[config.mk]
export PLATFORM = sky130hd
export DESIGN_NAME = wkt_top
export DESIGN_NICKNAME = d
export VERILOG_FILES = /design/src/hw/wkt_tick_gen.v /design/src/hw/wkt_top.v
export VERILOG_INCLUDE_DIRS = /design/src /design/src/include
export SDC_FILE = /design/constraint.sdc
export NUM_CORES = 1
export LEC_CHECK = 0
export ABC_CLOCK_PERIOD_IN_PS = 3650
export BUFFER_PORTS_ARGS = -buffer_cell sky130_fd_sc_hd__buf_4
export CAP_MARGIN = 25
export CORE_UTILIZATION = 54
export DETAILED_ROUTE_END_ITERATION = 7
export PLACE_DENSITY = 0.74
export SYNTH_ARGS = -nofsm -noshare
export SYNTH_HDL_FRONTEND = slang
export SYNTH_SLANG_ARGS = --single-unit
[constraint.sdc]
create_clock -name clock -period 3.65 [get_ports clock]
set_input_delay 0.365 -clock clock [delete_from_list [all_inputs] [get_ports clock]]
set_output_delay 0.365 -clock clock [all_outputs]
set_load 0.01 [all_outputs]
[src/include/wkt_regs.vh]
// register map, field positions and timing constants of the wake timer
`ifndef WKT_REGS_VH
`define WKT_REGS_VH

// ----------------------------------------------------------------
// register indexes (byte address is four times the index)
// ----------------------------------------------------------------
`define WKT_IDX_IRQ_MASK    12'h100
`define WKT_IDX_WAKE_COUNT  12'h103
`define WKT_IDX_THRESHOLD   12'h104
`define WKT_IDX_CFG_UPPER   12'h30C
`define WKT_IDX_CFG_LOWER   12'h30D
`define WKT_IDX_VAL_UPPER   12'h30E
`define WKT_IDX_VAL_LOWER   12'h30F
`define WKT_IDX_IRQ_STATUS  12'h120
`define WKT_IDX_POWER_CTRL  12'h121

// ----------------------------------------------------------------
// lower configuration byte fields
// ----------------------------------------------------------------
`define WKT_CFGL_ARM        0
`define WKT_CFGL_RETAIN     3
`define WKT_CFGL_CLKSEL     4
`define WKT_CFGL_XOSC_EN    5
`define WKT_CFGL_RCOSC_EN   6

// ----------------------------------------------------------------
// upper configuration byte fields
// ----------------------------------------------------------------
`define WKT_CFGH_DIV_MSB    2
`define WKT_CFGH_DIV_LSB    0
`define WKT_CFGH_TRIM_MSB   6
`define WKT_CFGH_TRIM_LSB   3

// ----------------------------------------------------------------
// prescaler terminal counts (divider minus one)
// ----------------------------------------------------------------
`define WKT_DIV_LAST_0      16'h0000
`define WKT_DIV_LAST_1      16'h0003
`define WKT_DIV_LAST_2      16'h0007
`define WKT_DIV_LAST_3      16'h000F
`define WKT_DIV_LAST_4      16'h007F
`define WKT_DIV_LAST_5      16'h03FF
`define WKT_DIV_LAST_6      16'h1FFF
`define WKT_DIV_LAST_7      16'hFFFF

// ----------------------------------------------------------------
// interrupt status / mask bits, power control bits
// ----------------------------------------------------------------
`define WKT_IRQ_TIMEOUT     0
`define WKT_IRQ_WAKE_COUNT  1
`define WKT_PWR_SLEEP       0
`define WKT_PWR_WAKE        1

// ----------------------------------------------------------------
// reset values and bus answers
// ----------------------------------------------------------------
`define WKT_RST_BYTE        8'h00
`define WKT_RST_HALF        16'h0000
`define WKT_RST_WORD        32'h0000_0000
`define WKT_RESP_OKAY       2'b00
`define WKT_RESP_SLVERR     2'b10

// ----------------------------------------------------------------
// timing: system clock and low clock rate in hertz
// ----------------------------------------------------------------
`define WKT_CLK_HZ          27'd100000000
`define WKT_LOW_HZ          27'd32768

`endif

[src/hw/wkt_tick_gen.v]
// low clock enable generator and tick prescaler of the wake timer
`timescale 1ns/1ps
`include "wkt_regs.vh"

module wkt_tick_gen #(
  parameter [26:0] LOW_STEP = `WKT_LOW_HZ
) (
  input  wire        clock,
  input  wire        rst_b,
  input  wire        osc_on,
  input  wire        restart,
  input  wire [2:0]  div_sel,
  output reg         tick_r
);

  // ----------------------------------------------------------------
  // divider table, held as terminal count (divider minus one)
  // ----------------------------------------------------------------
  function [15:0] div_last;
    input [2:0] sel;
    begin
      case (sel)
        3'd0:    div_last = `WKT_DIV_LAST_0;
        3'd1:    div_last = `WKT_DIV_LAST_1;
        3'd2:    div_last = `WKT_DIV_LAST_2;
        3'd3:    div_last = `WKT_DIV_LAST_3;
        3'd4:    div_last = `WKT_DIV_LAST_4;
        3'd5:    div_last = `WKT_DIV_LAST_5;
        3'd6:    div_last = `WKT_DIV_LAST_6;
        default: div_last = `WKT_DIV_LAST_7;
      endcase
    end
  endfunction

  reg  [26:0] acc_r;
  reg  [15:0] pre_r;
  wire [27:0] acc_sum = {1'b0, acc_r} + {1'b0, LOW_STEP};
  // fractional accumulator: 100 MHz is no whole multiple of 32.768 kHz
  wire        low_en  = osc_on && (acc_sum >= {1'b0, `WKT_CLK_HZ});

  always @(posedge clock or negedge rst_b) begin
    if (!rst_b) begin
      acc_r  <= 27'd0;
      pre_r  <= 16'h0000;
      tick_r <= 1'b0;
    end else begin
      tick_r <= 1'b0;
      if (restart) begin
        acc_r <= 27'd0;
        pre_r <= 16'h0000;
      end else if (osc_on) begin
        if (low_en)
          acc_r <= acc_sum[26:0] - `WKT_CLK_HZ;
        else
          acc_r <= acc_sum[26:0];
        if (low_en) begin
          if (pre_r >= div_last(div_sel)) begin
            pre_r  <= 16'h0000;
            tick_r <= 1'b1;
          end else begin
            pre_r <= pre_r + 16'h0001;
          end
        end
      end
    end
  end

endmodule

[src/hw/wkt_top.v]
// wake timer with wake counter, AXI4-Lite register slave
//
// Local design decision: the AXI4-Lite register port.
`timescale 1ns/1ps
`include "wkt_regs.vh"

module wkt_top #(
  parameter [26:0] LOW_STEP = `WKT_LOW_HZ
) (
  input  wire        clock,
  input  wire        rst_b,
  input  wire [11:0] s_axi_awaddr,
  input  wire        s_axi_awvalid,
  output reg         s_axi_awready,
  input  wire [31:0] s_axi_wdata,
  input  wire [3:0]  s_axi_wstrb,
  input  wire        s_axi_wvalid,
  output reg         s_axi_wready,
  output reg  [1:0]  s_axi_bresp,
  output reg         s_axi_bvalid,
  input  wire        s_axi_bready,
  input  wire [11:0] s_axi_araddr,
  input  wire        s_axi_arvalid,
  output reg         s_axi_arready,
  output reg  [31:0] s_axi_rdata,
  output reg  [1:0]  s_axi_rresp,
  output reg         s_axi_rvalid,
  input  wire        s_axi_rready,
  output reg         host_interrupt_pin,
  output reg         rc_osc_enable,
  output reg         crystal_osc_enable,
  output reg         low_clock_source_select,
  output reg  [3:0]  rc_coarse_trim,
  output reg         retention_ram_power,
  output reg         sleep_state,
  output reg         off_state,
  output reg         wake_pulse
);

  // ----------------------------------------------------------------
  // power states
  // ----------------------------------------------------------------
  localparam [1:0] ST_ON    = 2'd0;
  localparam [1:0] ST_SLEEP = 2'd1;
  localparam [1:0] ST_OFF   = 2'd2;

  // ----------------------------------------------------------------
  // helpers
  // ----------------------------------------------------------------
  function [11:0] byte_addr;
    input [11:0] idx;
    begin
      byte_addr = {idx[9:0], 2'b00};
    end
  endfunction

  function [7:0] lane_merge;
    input [7:0] old_v;
    input [7:0] new_v;
    input       en;
    begin
      lane_merge = en ? new_v : old_v;
    end
  endfunction

  // ----------------------------------------------------------------
  // state
  // ----------------------------------------------------------------
  reg  [11:0] wr_addr_r;
  reg  [31:0] wr_data_r;
  reg  [3:0]  wr_strb_r;
  reg  [7:0]  irq_mask_r;
  reg  [7:0]  irq_status_r;
  reg  [15:0] wake_count_r;
  reg  [15:0] threshold_r;
  reg  [7:0]  cfg_upper_shadow_r;
  reg  [7:0]  cfg_upper_r;
  reg  [7:0]  cfg_lower_r;
  reg  [7:0]  val_upper_shadow_r;
  reg         cfg_pair_open_r;
  reg         val_pair_open_r;
  reg  [15:0] wake_timer_reload_r;
  reg  [15:0] down_count_r;
  reg         timer_run_r;
  reg  [1:0]  state_r;
  reg  [1:0]  state_nxt;
  reg  [7:0]  irq_set;
  reg  [15:0] wake_count_nxt;
  reg  [31:0] rd_data;
  reg  [1:0]  rd_resp;
  reg  [1:0]  wr_resp;
  wire        tick;
  wire        timer_load;
  wire        timeout;
  wire        osc_on;
  wire [16:0] count_plus;
  wire        wr_go = !s_axi_awready && !s_axi_wready && !s_axi_bvalid;
  wire        wr_lane0 = wr_go && wr_strb_r[0];
  wire [7:0]  wr_byte0 = wr_data_r[7:0];

  // ----------------------------------------------------------------
  // tick source: selected oscillator must also be enabled
  // ----------------------------------------------------------------
  assign osc_on = cfg_lower_r[`WKT_CFGL_CLKSEL] ?
                  cfg_lower_r[`WKT_CFGL_RCOSC_EN] :
                  cfg_lower_r[`WKT_CFGL_XOSC_EN];

  assign timer_load = wr_lane0 && val_pair_open_r &&
                      (wr_addr_r == byte_addr(`WKT_IDX_VAL_LOWER));

  wkt_tick_gen #(
    .LOW_STEP (LOW_STEP)
  ) u_tick (
    .clock   (clock),
    .rst_b   (rst_b),
    .osc_on  (osc_on && timer_run_r),
    .restart (timer_load),
    .div_sel (cfg_upper_r[`WKT_CFGH_DIV_MSB:`WKT_CFGH_DIV_LSB]),
    .tick_r  (tick)
  );

  // reaching zero on this tick; a zero value never expires
  assign timeout    = timer_run_r && tick && (down_count_r == 16'h0001);
  assign count_plus = {1'b0, wake_count_r} + 17'd1;

  // ----------------------------------------------------------------
  // write address / data channels, taken in either order
  // ----------------------------------------------------------------
  always @(posedge clock or negedge rst_b) begin
    if (!rst_b) begin
      s_axi_awready <= 1'b1;
      s_axi_wready  <= 1'b1;
      s_axi_bvalid  <= 1'b0;
      s_axi_bresp   <= `WKT_RESP_OKAY;
      wr_addr_r     <= 12'h000;
      wr_data_r     <= `WKT_RST_WORD;
      wr_strb_r     <= 4'h0;
    end else begin
      if (s_axi_awvalid && s_axi_awready) begin
        wr_addr_r     <= s_axi_awaddr;
        s_axi_awready <= 1'b0;
      end
      if (s_axi_wvalid && s_axi_wready) begin
        wr_data_r    <= s_axi_wdata;
        wr_strb_r    <= s_axi_wstrb;
        s_axi_wready <= 1'b0;
      end
      if (wr_go) begin
        s_axi_bvalid <= 1'b1;
        s_axi_bresp  <= wr_resp;
      end else if (s_axi_bvalid && s_axi_bready) begin
        s_axi_bvalid  <= 1'b0;
        s_axi_awready <= 1'b1;
        s_axi_wready  <= 1'b1;
      end
    end
  end

  always @* begin
    if (wr_addr_r == byte_addr(`WKT_IDX_IRQ_MASK) ||
        wr_addr_r == byte_addr(`WKT_IDX_WAKE_COUNT) ||
        wr_addr_r == byte_addr(`WKT_IDX_THRESHOLD) ||
        wr_addr_r == byte_addr(`WKT_IDX_CFG_UPPER) ||
        wr_addr_r == byte_addr(`WKT_IDX_CFG_LOWER) ||
        wr_addr_r == byte_addr(`WKT_IDX_VAL_UPPER) ||
        wr_addr_r == byte_addr(`WKT_IDX_VAL_LOWER) ||
        wr_addr_r == byte_addr(`WKT_IDX_IRQ_STATUS) ||
        wr_addr_r == byte_addr(`WKT_IDX_POWER_CTRL))
      wr_resp = `WKT_RESP_OKAY;
    else
      wr_resp = `WKT_RESP_SLVERR;
  end

  // ----------------------------------------------------------------
  // read channel, answer one cycle after the address is taken
  // ----------------------------------------------------------------
  always @* begin
    rd_data = `WKT_RST_WORD;
    rd_resp = `WKT_RESP_OKAY;
    if (s_axi_araddr == byte_addr(`WKT_IDX_IRQ_MASK)) begin
      rd_data[7:0] = irq_mask_r;
    end else if (s_axi_araddr == byte_addr(`WKT_IDX_WAKE_COUNT)) begin
      rd_data[15:0] = wake_count_r;
    end else if (s_axi_araddr == byte_addr(`WKT_IDX_THRESHOLD)) begin
      rd_data[15:0] = threshold_r;
    end else if (s_axi_araddr == byte_addr(`WKT_IDX_IRQ_STATUS)) begin
      rd_data[7:0] = irq_status_r;
    end else if (s_axi_araddr == byte_addr(`WKT_IDX_POWER_CTRL)) begin
      rd_data[1:0] = state_r;
    end else if (s_axi_araddr == byte_addr(`WKT_IDX_CFG_UPPER) ||
                 s_axi_araddr == byte_addr(`WKT_IDX_CFG_LOWER) ||
                 s_axi_araddr == byte_addr(`WKT_IDX_VAL_UPPER) ||
                 s_axi_araddr == byte_addr(`WKT_IDX_VAL_LOWER)) begin
      rd_data = `WKT_RST_WORD;
    end else begin
      rd_resp = `WKT_RESP_SLVERR;
    end
  end

  always @(posedge clock or negedge rst_b) begin
    if (!rst_b) begin
      s_axi_arready <= 1'b1;
      s_axi_rvalid  <= 1'b0;
      s_axi_rdata   <= `WKT_RST_WORD;
      s_axi_rresp   <= `WKT_RESP_OKAY;
    end else if (s_axi_arvalid && s_axi_arready) begin
      s_axi_arready <= 1'b0;
      s_axi_rvalid  <= 1'b1;
      s_axi_rdata   <= rd_data;
      s_axi_rresp   <= rd_resp;
    end else if (s_axi_rvalid && s_axi_rready) begin
      s_axi_rvalid  <= 1'b0;
      s_axi_arready <= 1'b1;
    end
  end

  // ----------------------------------------------------------------
  // power state and wake counter
  // ----------------------------------------------------------------
  always @* begin
    state_nxt      = state_r;
    wake_count_nxt = wake_count_r;
    irq_set        = 8'h00;
    if (timeout)
      irq_set[`WKT_IRQ_TIMEOUT] = 1'b1;
    case (state_r)
      ST_SLEEP: begin
        if (timeout && cfg_lower_r[`WKT_CFGL_ARM]) begin
          wake_count_nxt = count_plus[15:0];
          if (count_plus > {1'b0, threshold_r}) begin
            wake_count_nxt = `WKT_RST_HALF;
            irq_set[`WKT_IRQ_WAKE_COUNT] = 1'b1;
            if (irq_mask_r[`WKT_IRQ_WAKE_COUNT])
              state_nxt = ST_OFF;
          end
        end
      end
      ST_ON, ST_OFF: begin
        if (wr_lane0 && wr_byte0[`WKT_PWR_SLEEP] &&
            wr_addr_r == byte_addr(`WKT_IDX_POWER_CTRL))
          state_nxt = ST_SLEEP;
      end
      default: state_nxt = ST_ON;
    endcase
    if (wr_lane0 && wr_byte0[`WKT_PWR_WAKE] &&
        wr_addr_r == byte_addr(`WKT_IDX_POWER_CTRL))
      state_nxt = ST_ON;
  end

  always @(posedge clock or negedge rst_b) begin
    if (!rst_b) begin
      state_r      <= ST_ON;
      wake_count_r <= `WKT_RST_HALF;
      irq_status_r <= `WKT_RST_BYTE;
      wake_pulse   <= 1'b0;
    end else begin
      state_r      <= state_nxt;
      wake_count_r <= wake_count_nxt;
      // a new event wins over a clear in the same cycle
      if (wr_lane0 && wr_addr_r == byte_addr(`WKT_IDX_IRQ_STATUS))
        irq_status_r <= (irq_status_r & ~wr_byte0) | irq_set;
      else
        irq_status_r <= irq_status_r | irq_set;
      wake_pulse <= (state_r == ST_SLEEP) && timeout &&
                    cfg_lower_r[`WKT_CFGL_ARM];
    end
  end

  // ----------------------------------------------------------------
  // software registers and byte pairs
  // ----------------------------------------------------------------
  always @(posedge clock or negedge rst_b) begin
    if (!rst_b) begin
      irq_mask_r          <= `WKT_RST_BYTE;
      threshold_r         <= `WKT_RST_HALF;
      cfg_upper_shadow_r  <= `WKT_RST_BYTE;
      cfg_upper_r         <= `WKT_RST_BYTE;
      cfg_lower_r         <= `WKT_RST_BYTE;
      val_upper_shadow_r  <= `WKT_RST_BYTE;
      cfg_pair_open_r     <= 1'b0;
      val_pair_open_r     <= 1'b0;
      wake_timer_reload_r <= `WKT_RST_HALF;
    end else if (wr_go) begin
      // a lower byte only counts right after its upper byte
      cfg_pair_open_r <= 1'b0;
      val_pair_open_r <= 1'b0;
      if (wr_addr_r == byte_addr(`WKT_IDX_IRQ_MASK)) begin
        irq_mask_r <= lane_merge(irq_mask_r, wr_byte0, wr_strb_r[0]);
      end else if (wr_addr_r == byte_addr(`WKT_IDX_THRESHOLD)) begin
        threshold_r[7:0]  <= lane_merge(threshold_r[7:0], wr_byte0,
                                        wr_strb_r[0]);
        threshold_r[15:8] <= lane_merge(threshold_r[15:8],
                                        wr_data_r[15:8], wr_strb_r[1]);
      end else if (wr_addr_r == byte_addr(`WKT_IDX_CFG_UPPER)) begin
        if (wr_strb_r[0]) begin
          cfg_upper_shadow_r <= wr_byte0;
          cfg_pair_open_r    <= 1'b1;
        end
      end else if (wr_addr_r == byte_addr(`WKT_IDX_CFG_LOWER)) begin
        if (wr_strb_r[0] && cfg_pair_open_r) begin
          cfg_upper_r <= cfg_upper_shadow_r;
          cfg_lower_r <= wr_byte0;
        end
      end else if (wr_addr_r == byte_addr(`WKT_IDX_VAL_UPPER)) begin
        if (wr_strb_r[0]) begin
          val_upper_shadow_r <= wr_byte0;
          val_pair_open_r    <= 1'b1;
        end
      end else if (timer_load) begin
        wake_timer_reload_r <= {val_upper_shadow_r, wr_byte0};
      end
    end
  end

  // ----------------------------------------------------------------
  // wake timer down counter
  // ----------------------------------------------------------------
  always @(posedge clock or negedge rst_b) begin
    if (!rst_b) begin
      down_count_r <= `WKT_RST_HALF;
      timer_run_r  <= 1'b0;
    end else if (timer_load) begin
      down_count_r <= {val_upper_shadow_r, wr_byte0};
      timer_run_r  <= ({val_upper_shadow_r, wr_byte0} != `WKT_RST_HALF);
    end else if (timeout) begin
      down_count_r <= wake_timer_reload_r;
    end else if (timer_run_r && tick) begin
      down_count_r <= down_count_r - 16'h0001;
    end
  end

  // ----------------------------------------------------------------
  // registered outputs
  // ----------------------------------------------------------------
  always @(posedge clock or negedge rst_b) begin
    if (!rst_b) begin
      host_interrupt_pin      <= 1'b0;
      rc_osc_enable           <= 1'b0;
      crystal_osc_enable      <= 1'b0;
      low_clock_source_select <= 1'b0;
      rc_coarse_trim          <= 4'h0;
      retention_ram_power     <= 1'b1;
      sleep_state             <= 1'b0;
      off_state               <= 1'b0;
    end else begin
      host_interrupt_pin      <= |(irq_status_r & irq_mask_r);
      rc_osc_enable           <= cfg_lower_r[`WKT_CFGL_RCOSC_EN];
      crystal_osc_enable      <= cfg_lower_r[`WKT_CFGL_XOSC_EN];
      low_clock_source_select <= cfg_lower_r[`WKT_CFGL_CLKSEL];
      rc_coarse_trim          <=
        cfg_upper_r[`WKT_CFGH_TRIM_MSB:`WKT_CFGH_TRIM_LSB];
      // retention RAM loses power only while asleep with retain off
      retention_ram_power     <= (state_r != ST_SLEEP) ||
                                 cfg_lower_r[`WKT_CFGL_RETAIN];
      sleep_state             <= (state_r == ST_SLEEP);
      off_state               <= (state_r == ST_OFF);
    end
  end

endmodule

==> Yosys cells after proc, flatten, opt, wreduce, memory -nomap -nowiden <==
Cells that the tools add are included.
{ "op_classes": {"n_addsub": 5, "reduce_logical": 58, "n_eq_ne": 32, "n_mux": 74, "bitwise_logic": 10, "n_lt_le_gt_ge": 3} }
{ "ops": {"columns": ["op", "n"], "rows": [
  ["16-bit 2-to-1 mux", 15],
  ["32-bit 2-to-1 mux", 5],
  ["12-bit by 11-bit equality test with 1-bit output (second input constant)", 10],
  ["16-bit case mux with 7 select lines", 1],
  ["12-bit equality test (second input constant)", 8],
  ["27-bit 2-to-1 mux", 3],
  ["24-bit 2-to-1 mux", 2],
  ["1-bit 2-to-1 mux", 30],
  ["30-bit 2-to-1 mux", 1],
  ["27-bit by 16-bit adder with 28-bit output (second input constant)", 1],
  ["28-bit by 27-bit >= comparator with 1-bit output (second input constant)", 1],
  ["27-bit subtractor (second input constant)", 1],
  ["2-bit 2-to-1 mux", 13],
  ["8-bit 2-to-1 mux", 3],
  ["1-bit logical AND", 23],
  ["16-bit by 1-bit adder with 17-bit output (second input constant)", 1],
  ["17-bit by 16-bit > comparator with 1-bit output", 1],
  ["16-bit by 1-bit adder with 16-bit output (second input constant)", 1],
  ["8-bit AND", 2],
  ["16-bit by 1-bit equality test with 1-bit output (second input constant)", 1],
  ["16-bit >= comparator", 1],
  ["8-bit by 2-bit OR with 8-bit output", 2],
  ["16-bit nonzero test", 1],
  ["16-bit by 1-bit subtractor with 16-bit output (second input constant)", 1],
  ["other kinds (24)", 54]
]} }
{ "totals": {"in_bits": 67, "elab_cells": 220, "regBits": 241} }

==> Depth between registers and ports, before layout <==
Gate-level depths: netlist of run 1.
{ "logic_depth": {"word_depth": 12, "mapped_depth": 16} }

==> By module <==
From an unflattened synthesis of run 1, not the netlist that was laid out.
{ "unflattened": {"hier_cells": 1176, "area_unflattened_um2": 11613.6} }
{ "modules_own_cells": {"columns": ["mod", "cells_per_inst", "seq_area_each_um2", "n_inst", "area_each_um2"], "rows": [
  ["wkt_top", 805, 4434.3, 1, 8553.2],
  ["wkt_tick_gen", 371, 900.9, 1, 3060.4]
]} }

==> Worst setup path before layout of run 1 <==
No wires, ideal clock.
{ "synth_path": {"path_type": "flip-flop to flip-flop", "startpoint": "reg wake_count_r[0]", "endpoint": "reg wake_count_r[0]", "path_slack_ns": 0.271, "setup_time_ns": 0.066, "required_ns": 3.584, "stages_incl_launch_ff": 16, "arrival_ns": 3.314, "period_less_slack_ns": 3.379, "path_cell_list": "dfrtp_1 -> ha_1 -> nand3_1 -> or2_2 -> nor2_1 -> nand4_1 -> xnor2_1 -> ha_1 -> a21o_1 -> a21o_1 -> a21oi_1 -> o2111ai_1 -> a21oi_1 -> o21ai_0 -> nor2_1 -> mux2_2"} }
{ "synth_via": {"elab_chain_cells": 3} }
{ "synth_rtl": {"columns": ["item", "line", "text"], "rows": [
  ["start, declared", "wkt_top.v:74", "reg [15:0] wake_count_r;"],
  ["start signal, assigned", "wkt_top.v:253", "wake_count_r <= `WKT_RST_HALF;"],
  ["start signal, assigned", "wkt_top.v:258", "wake_count_r <= wake_count_nxt;"],
  ["16-bit by 1-bit adder with 17-bit output (*)", "wkt_top.v:124", "assign count_plus = {1'b0, wake_count_r} + 17'd1;"],
  ["17-bit by 16-bit > comparator with 1-bit output", "wkt_top.v:230", "if (count_plus > {1'b0, threshold_r}) begin"],
  ["16-bit 2-to-1 mux (*)", "wkt_top.v:230", null]
]} }
Mark *: on every way between the ends. The rest lies on a longest branch, timed or not.
A chain may end at the register's enable or synchronous reset.

==> Final worst setup path of run 1 <==
{ "layout_path": {"startpoint": "reg wake_count_r[0]", "endpoint": "reg wake_count_r[6]"} }
The elaborated chain is that of the path after synthesis.

==> flow_summary.ini, run 1 <==
[grt]
antenna_found_initial = 0
grt_max_degree = 125
grt-ovfl-total = 0
grt_pass1_wl_um = 45000
grt_pass1_vias = 8926
grt_usage_pct = 25.6

[synth]
synth_flop_cell = dfrtp_1
yosysWarningCount = 0
synth-async-reset-ratio_pct = 100
synth_edf_count = 0
ys_seq_area_share_pct = 47.1
yosysUniqueCellTypes = 76
syn_area_mm2 = 0.0113
syn-mean-instance-area_um2 = 9.77
ys_ff_latch = 213
synthCells = 1160

[die]
die_w_um = 147
dieHeight_um = 147
design.core.area_mm2 = 0.0204
initial_core_util_pct = 55.5
rows = 52
die-area_mm2 = 0.0216
io_pins = 120

[timing]
hold_ws_ns = 0.0221
layout_min_cycle_time_ns = 3.41
setup_tns_ns = 0
max_freq_mhz = 293
setup_slack_ns = 0.239
worst_slew_pin_slew_ns = 0.968
timing.final.setup_violations = 0
min_period_over_period_pct = 93.4
fin_skew_ns = 0.0150
slew_violations = 0
finalHoldViolations = 0
relSlewSlack_pct = 35.3
rsz0062_at_grt = no

[placed_design]
dp_hpwl_um = 18500
dpl_cell_area_mm2 = 0.0123
port_buffers = 83
post-place-ws_ns = 0.0479
dp_cells = 1495
place_congestion = 0.886

[clock_tree]
htreeDepth = 1
cts_tree = done
root_buffer = clkbuf_16
cts_sinks = 213
clkLatencyLatePin_ns = 0.51
cts_buffer_depth = 3
cts_made_buffers = 24
postCtsSetupBuffers = 0
path_clk_slew_ns = 0.06

[pwr]
cellLeakagePower_nw = 6.28
power_density_mw_per_mm2 = 460
internal_power_mw = 4.58
p_switching_mw = 1.52
vdd_drop_max_v = 0.000454
clkPwrFrac_pct = 43.6
pwr-share-seq_pct = 47.1
power_mw = 6.10
power_frac_comb_pct = 9.3
netSwitchingFraction_pct = 24.9

[finish]
utilization_pct = 64.9
syn_to_final_growth_pct = 16.9
fillCellCount = 1659
finish.instance_area_mm2 = 0.0133
fin_nets = 1358
antenna_cells = 0
drive_gt1_share_pct = 20.8
seqCellArea_mm2 = 0.00534
stdcell_count = 1542
multiInputGateArea_mm2 = 0.00556

[drt]
antenna_left = 0
drtIter0Drc = 592
first_pass_iters = 5
vias_per_cell = 5.92
drc = 0
finalWirelength_um = 26900
wl_per_cell_um = 17.4
route.vias.total = 9131

[setup_path]
critPathMaxStageDelay_ns = 0.42
crit_required_ns = 4.10
arrival_ns = 3.86
crit_path_start_kind = flip-flop
slowest_stage = dfrtp_1
end_kind = flip-flop
cp_cell_sequence = ha_4, nand3_1, or2_2, nor2_4, nand4_1, xnor2_1, ha_1, a21o_1, a21o_1, a21oi_1, o2111ai_1, a21oi_1, o21ai_1, buf_6, o21ai_0, a22o_1
crit_type = reg -> reg
cp_top_family = compound AO/OA/AOI/OAI gates
r2r_setup_slack_ns = 0.24
crit_buf_inv = 1
critPathMaxFanout = 12

[hold_path]
hold_class = in -> reg

[outcome]
status = completed

[job]
cap_violations = 0
[power groups by stage]
stage | sequential [mW] | clock [mW] | combinational, mW
after floorplan | 2.76 | 0 | 0.400
after global placement | 2.90 | 0 | 0.546
after detailed placement | 2.91 | 0 | 0.567
after CTS | 2.87 | 2.70 | 0.572
after global routing | 2.90 | 2.79 | 0.630
final | 2.87 | 2.66 | 0.567
[routing by layer]
| metal | up-vias | global-route usage [%] | wire [um] | share of wire [%] |
|---|---|---|---|---|
| li1 | 4331 | - | - | - |
| met2 | 244 | 40.6 | 12400 | 46 |
| met4 | 0 | 7.29 | 531 | 2.0 |
| met5 | - | 0 | 0 | 0 |
| met3 | 41 | 3.73 | 1320 | 4.9 |
| met1 | 4515 | 36.7 | 12700 | 47 |
[cell type report]
class,count,share of cell area [%]
multi-input cells,849,42.0
flip-flops and latches,213,40.3
repair buffers,123,7.30
clock buffers,35,5.38
well taps,270,2.55
clock inverters,9,1.31
inverters,43,1.22
[worst register-to-register path, cell delays in order, from the launching register on]
cell and delay, ns:
dfrtp_1 0.42, ha_4 0.18, nand3_1 0.11, or2_2 0.35, nor2_4 0.15, nand4_1 0.18
xnor2_1 0.21, ha_1 0.26, a21o_1 0.16, a21o_1 0.16, a21oi_1 0.19, o2111ai_1 0.12
a21oi_1 0.21, o21ai_1 0.15, buf_6 0.18, o21ai_0 0.16, a22o_1 0.14
[kinds of logic after synthesis]
| logic type | after synthesis | share of synthesized area (%) |
|---|---|---|
| simple gates | 415 | 18.0 |
| other cells | 1 | 0.0331 |
| fa+ha+maj | 37 | 4.08 |
| xor+xnor | 32 | 2.47 |
| compound gates | 258 | 14.8 |
| buf+inv | 115 | 4.69 |
| flops | 213 | 47.1 |
| mux | 89 | 8.77 |
[cells in the mapped netlist, drive strengths merged (4+ instances only)]
| cell | n | area share [%] |
|---|---|---|
| dfrtp | 209 | 46 |
| nand2 | 155 | 5.1 |
| o21ai | 84 | 3.7 |
| mux2 | 82 | 8.1 |
| nor2 | 74 | 2.5 |
| inv | 43 | 1.4 |
| a21oi | 38 | 1.7 |
| clkbuf | 38 | 1.3 |
| nand3 | 38 | 1.7 |
| ha | 37 | 4.1 |
| buf | 34 | 2.0 |
| a31oi | 24 | 1.3 |
| and3 | 23 | 1.3 |
| nor3 | 20 | 0.88 |
| xnor2 | 17 | 1.3 |
| or3 | 16 | 0.88 |
| xor2 | 15 | 1.2 |
| nor4 | 14 | 0.88 |
| a22o | 13 | 1.0 |
| a22oi | 13 | 0.86 |
| a211oi | 12 | 0.79 |
| nand4 | 12 | 0.66 |
| nor2b | 12 | 0.66 |
| o22ai | 12 | 0.66 |
| a21o | 11 | 0.73 |
| or4 | 10 | 0.73 |
| a221oi | 9 | 0.75 |
| a21boi | 8 | 0.53 |
| and2 | 8 | 0.44 |
| nand2b | 8 | 0.44 |
| mux2i | 7 | 0.62 |
| and4 | 5 | 0.39 |
| and3b | 4 | 0.32 |
| dfstp | 4 | 0.93 |
| o211ai | 4 | 0.26 |
[path summary, 6_finish.rpt]
path,depth (start not counted),start,to
worst min-delay path,2,s_axi_wvalid,s_axi_wready
max in group asynchronous,3,rst_b,retention_ram_power
worst max-delay path,16,wake_count_r[0],wake_count_r[6]
worst min register to register,0,cfg_upper_r[6],rc_coarse_trim[3]
min in group asynchronous,2,rst_b,u_tick.acc_r[21]
worst max register to register,16,wake_count_r[0],wake_count_r[6]
[flip-flops by register name, summed over array words and instances (netlist names), 8 cells and up]
name / flops
wake_count_r: 16
val_upper_shadow_r: 8
irq_status_r: 8
s_axi_rdata: 16
wr_addr_r: 12
threshold_r: 16
wake_timer_reload_r: 16
wr_data_r: 16
u_tick.acc_r: 19
down_count_r: 16
irq_mask_r: 8
u_tick.pre_r: 16
[placed cells by master (no fill, tap or decap), types with 6 or more instances in the layout]
cell type	n
a211oi_1	12
a21boi_0	8
a21o_1	11
a21oi_1	38
a221oi_1	8
a22o_1	13
a22oi_1	13
a31oi_1	24
and2_1	6
and3_1	23
buf_4	116
clkbuf_16	25
conb_1	18
dfrtp_1	209
ha_1	36
inv_1	43
mux2_2	82
mux2i_1	7
nand2_1	155
nand2b_1	8
nand3_1	38
nand4_1	12
nor2_1	73
nor2b_1	12
nor3_1	20
nor4_1	10
o21ai_0	78
o22ai_1	12
or3_1	16
or4_1	8
xnor2_1	17
xor2_1	15
[timing repair]
item                                    4_1_cts  5_1_grt
gates resized for setup                       0        9
endpoints found under the setup margin        0       18
hold endpoints to repair                      9        0
hold buffers                                  3        0
Note: power is estimated with default switching activity, not from simulation.
==> run 2, diff against run 1 <==
--- a/config.mk
+++ b/config.mk
@@ -14,4 +14,5 @@
 export PLACE_DENSITY = 0.74
 export SYNTH_ARGS = -nofsm -noshare
 export SYNTH_HDL_FRONTEND = slang
+export SYNTH_HIERARCHICAL = 1
 export SYNTH_SLANG_ARGS = --single-unit
==> run 2 against run 1 <==
  * Flip-flop and latch count unchanged
  * Via count grew 1.3%
  * Cell area grew 0.75%
  * Non-clock buffer count shrank 9
  * Final cell count up 0.32%
  * Largest cell class unchanged
==> flow_summary.ini, run 2 <==
[outcome]
status = completed

[setup_path]
crit_type = reg -> reg
end_kind = flip-flop
arrival_ns = 3.75
crit_buf_inv = 1
cp_top_family = compound AO/OA/AOI/OAI gates
crit_path_start_kind = flip-flop
slowest_stage = dfrtp_1
critPathMaxStageDelay_ns = 0.44
crit_required_ns = 4.05
cp_cell_sequence = ha_1, inv_1, nor4_1, nand3_1, xnor2_1, ha_1, nand3_1, nor2_1, a2111oi_2, o22ai_1, a31o_2, o41ai_1
critPathMaxFanout = 17

[die]
dieHeight_um = 149
io_pins = 120
rows = 53
design.core.area_mm2 = 0.0210
die_w_um = 149
initial_core_util_pct = 55.2
die-area_mm2 = 0.0221

[synth]
yosysUniqueCellTypes = 88
syn-mean-instance-area_um2 = 9.88
synth_edf_count = 0
yosysWarningCount = 6
ys_ff_latch = 213
synthCells = 1176
yosys-top-cells-area = dfrtp_1 45%, mux2_2 8.4%, nand2_1 4.9%
synth_top_area_cell = dfrtp_1
ys_seq_area_share_pct = 45.9
synth_most_common_cell = dfrtp_1
synth_top_area_share_pct = 45.0
syn_area_mm2 = 0.0116
synth_flop_cell = dfrtp_1
ys_top_cells_by_count = 209 x dfrtp_1, 151 x nand2_1, 87 x mux2_2
synth-async-reset-ratio_pct = 100

[drt]
drc = 0
antenna_left = 0
wl_per_cell_um = 17.7
first_pass_iters = 5
finalWirelength_um = 27400
route.vias.total = 9251
drtIter0Drc = 641
vias_per_cell = 5.98

[clock_tree]
clkLatencyLatePin_ns = 0.51
cts_made_buffers = 24
postCtsSetupBuffers = 0
cts_sinks = 213
root_buffer = clkbuf_16
cts_buffer_depth = 3
cts_tree = done
path_clk_slew_ns = 0.06
htreeDepth = 1

[timing]
finalHoldViolations = 0
layout_min_cycle_time_ns = 3.36
setup_tns_ns = 0
timing.final.setup_violations = 0
min_period_over_period_pct = 92.0
max_freq_mhz = 298
worst_slew_pin_slew_ns = 0.903
slew_violations = 0
rsz0062_at_grt = no
relSlewSlack_pct = 39.6
fin_skew_ns = 0.0112

[grt]
grt_pass1_vias = 8812
grt-ovfl-total = 0
grt_pass1_wl_um = 44700
antenna_found_initial = 0
grt_max_degree = 90
grt_usage_pct = 25.2

[finish]
layout_common_cells = 209 x dfrtp_1, 151 x nand2_1, 109 x buf_4, 87 x mux2_2, 59 x o21ai_0
largest_reg_flops = 19
fillCellCount = 1704
mostFrequentLayoutCell = dfrtp_1
top_register = u_tick/acc_r
syn_to_final_growth_pct = 15.0
antenna_cells = 0
finish.instance_area_mm2 = 0.0134
multiInputGateArea_mm2 = 0.00571
drive_gt1_share_pct = 22.0
seqCellArea_mm2 = 0.00534
fin_nets = 1358

[job]
cap_violations = 0

[pwr]
vdd_drop_max_v = 0.000444
cellLeakagePower_nw = 6.12
power_mw = 6.04
power_density_mw_per_mm2 = 453

[placed_design]
port_buffers = 83
dp_hpwl_um = 18800
place_congestion = 0.920
dpl_cell_area_mm2 = 0.0125

[hold_path]
hold_class = in -> reg
run 2: cells by family after synthesis:
kind of cell	share of synthesized area (%)
buffers and inverters	5.58
AOI/OAI and AO/OA	15.2
muxes	9.24
xor gates and xnor gates	1.96
adders and majority gates	3.99
other	0.0323
and+or+nand+nor	18.0
DFF	45.9
run 2: layer usage:
layer,vias up,wire [um],global-route usage [%]
met1,4520,12300,35.9
li1,4384,-,-
met5,-,0,0
met3,43,1760,4.39
met2,304,12700,39.5
met4,0,673,7.37
run 2: through the flow:
step,instances,util [%],hold slack [ns],setup WS [ns]
floorplan,1193,-,0.0694,0.118
global placement,1501,59.3,0.364,0.216
detailed placement,1501,59.3,0.364,0.102
CTS,1547,63.5,0.00471,0.0494
global route,1547,63.5,0.0229,0.00414
finish,1547,63.5,0.0167,0.293
run 2: final timing paths:
kind                                       from                end  slack, ns  cells past startpoint
worst max register to register  wake_count_r[1]    wake_count_r[6]       0.29                     12
max in group asynchronous                 rst_b   u_tick/acc_r[22]       2.44                      3
worst min-delay path              s_axi_arvalid      s_axi_arready       0.02                      2
min in group asynchronous                 rst_b     s_axi_rdata[7]       0.45                      2
worst min register to register   cfg_upper_r[5]  rc_coarse_trim[2]       0.38                      0
worst max-delay path            wake_count_r[1]    wake_count_r[6]       0.29                     12
run 2: final cells by class:
cell class | instances | area share, %
repair buffers | 114 | 6.69
clock inverters | 13 | 1.30
flip-flops and latches | 213 | 40.0
clock buffers | 31 | 5.15
multi-input cells | 847 | 42.8
inverters | 54 | 1.52
well taps | 275 | 2.58
run 2: repair_timing:
item                       in CTS  in global routing
setup endpoints to repair       0                 18
hold endpoints to repair       84                  0
resized for setup               0                  3
hold buffers                    2                  0
run 2: power breakdown:
part	switching (mW)	internal (mW)
logic	0.263	0.293
clock network	0.968	1.61
registers	0.339	2.57
total	1.57	4.47
run 2: worst register-to-register path: stages, from the launching register on:
cell	delay (ns)
dfrtp_1	0.44
ha_1	0.22
inv_1	0.09
nor4_1	0.42
nand3_1	0.15
xnor2_1	0.22
ha_1	0.28
nand3_1	0.13
nor2_1	0.07
a2111oi_2	0.41
o22ai_1	0.17
a31o_2	0.38
o41ai_1	0.27
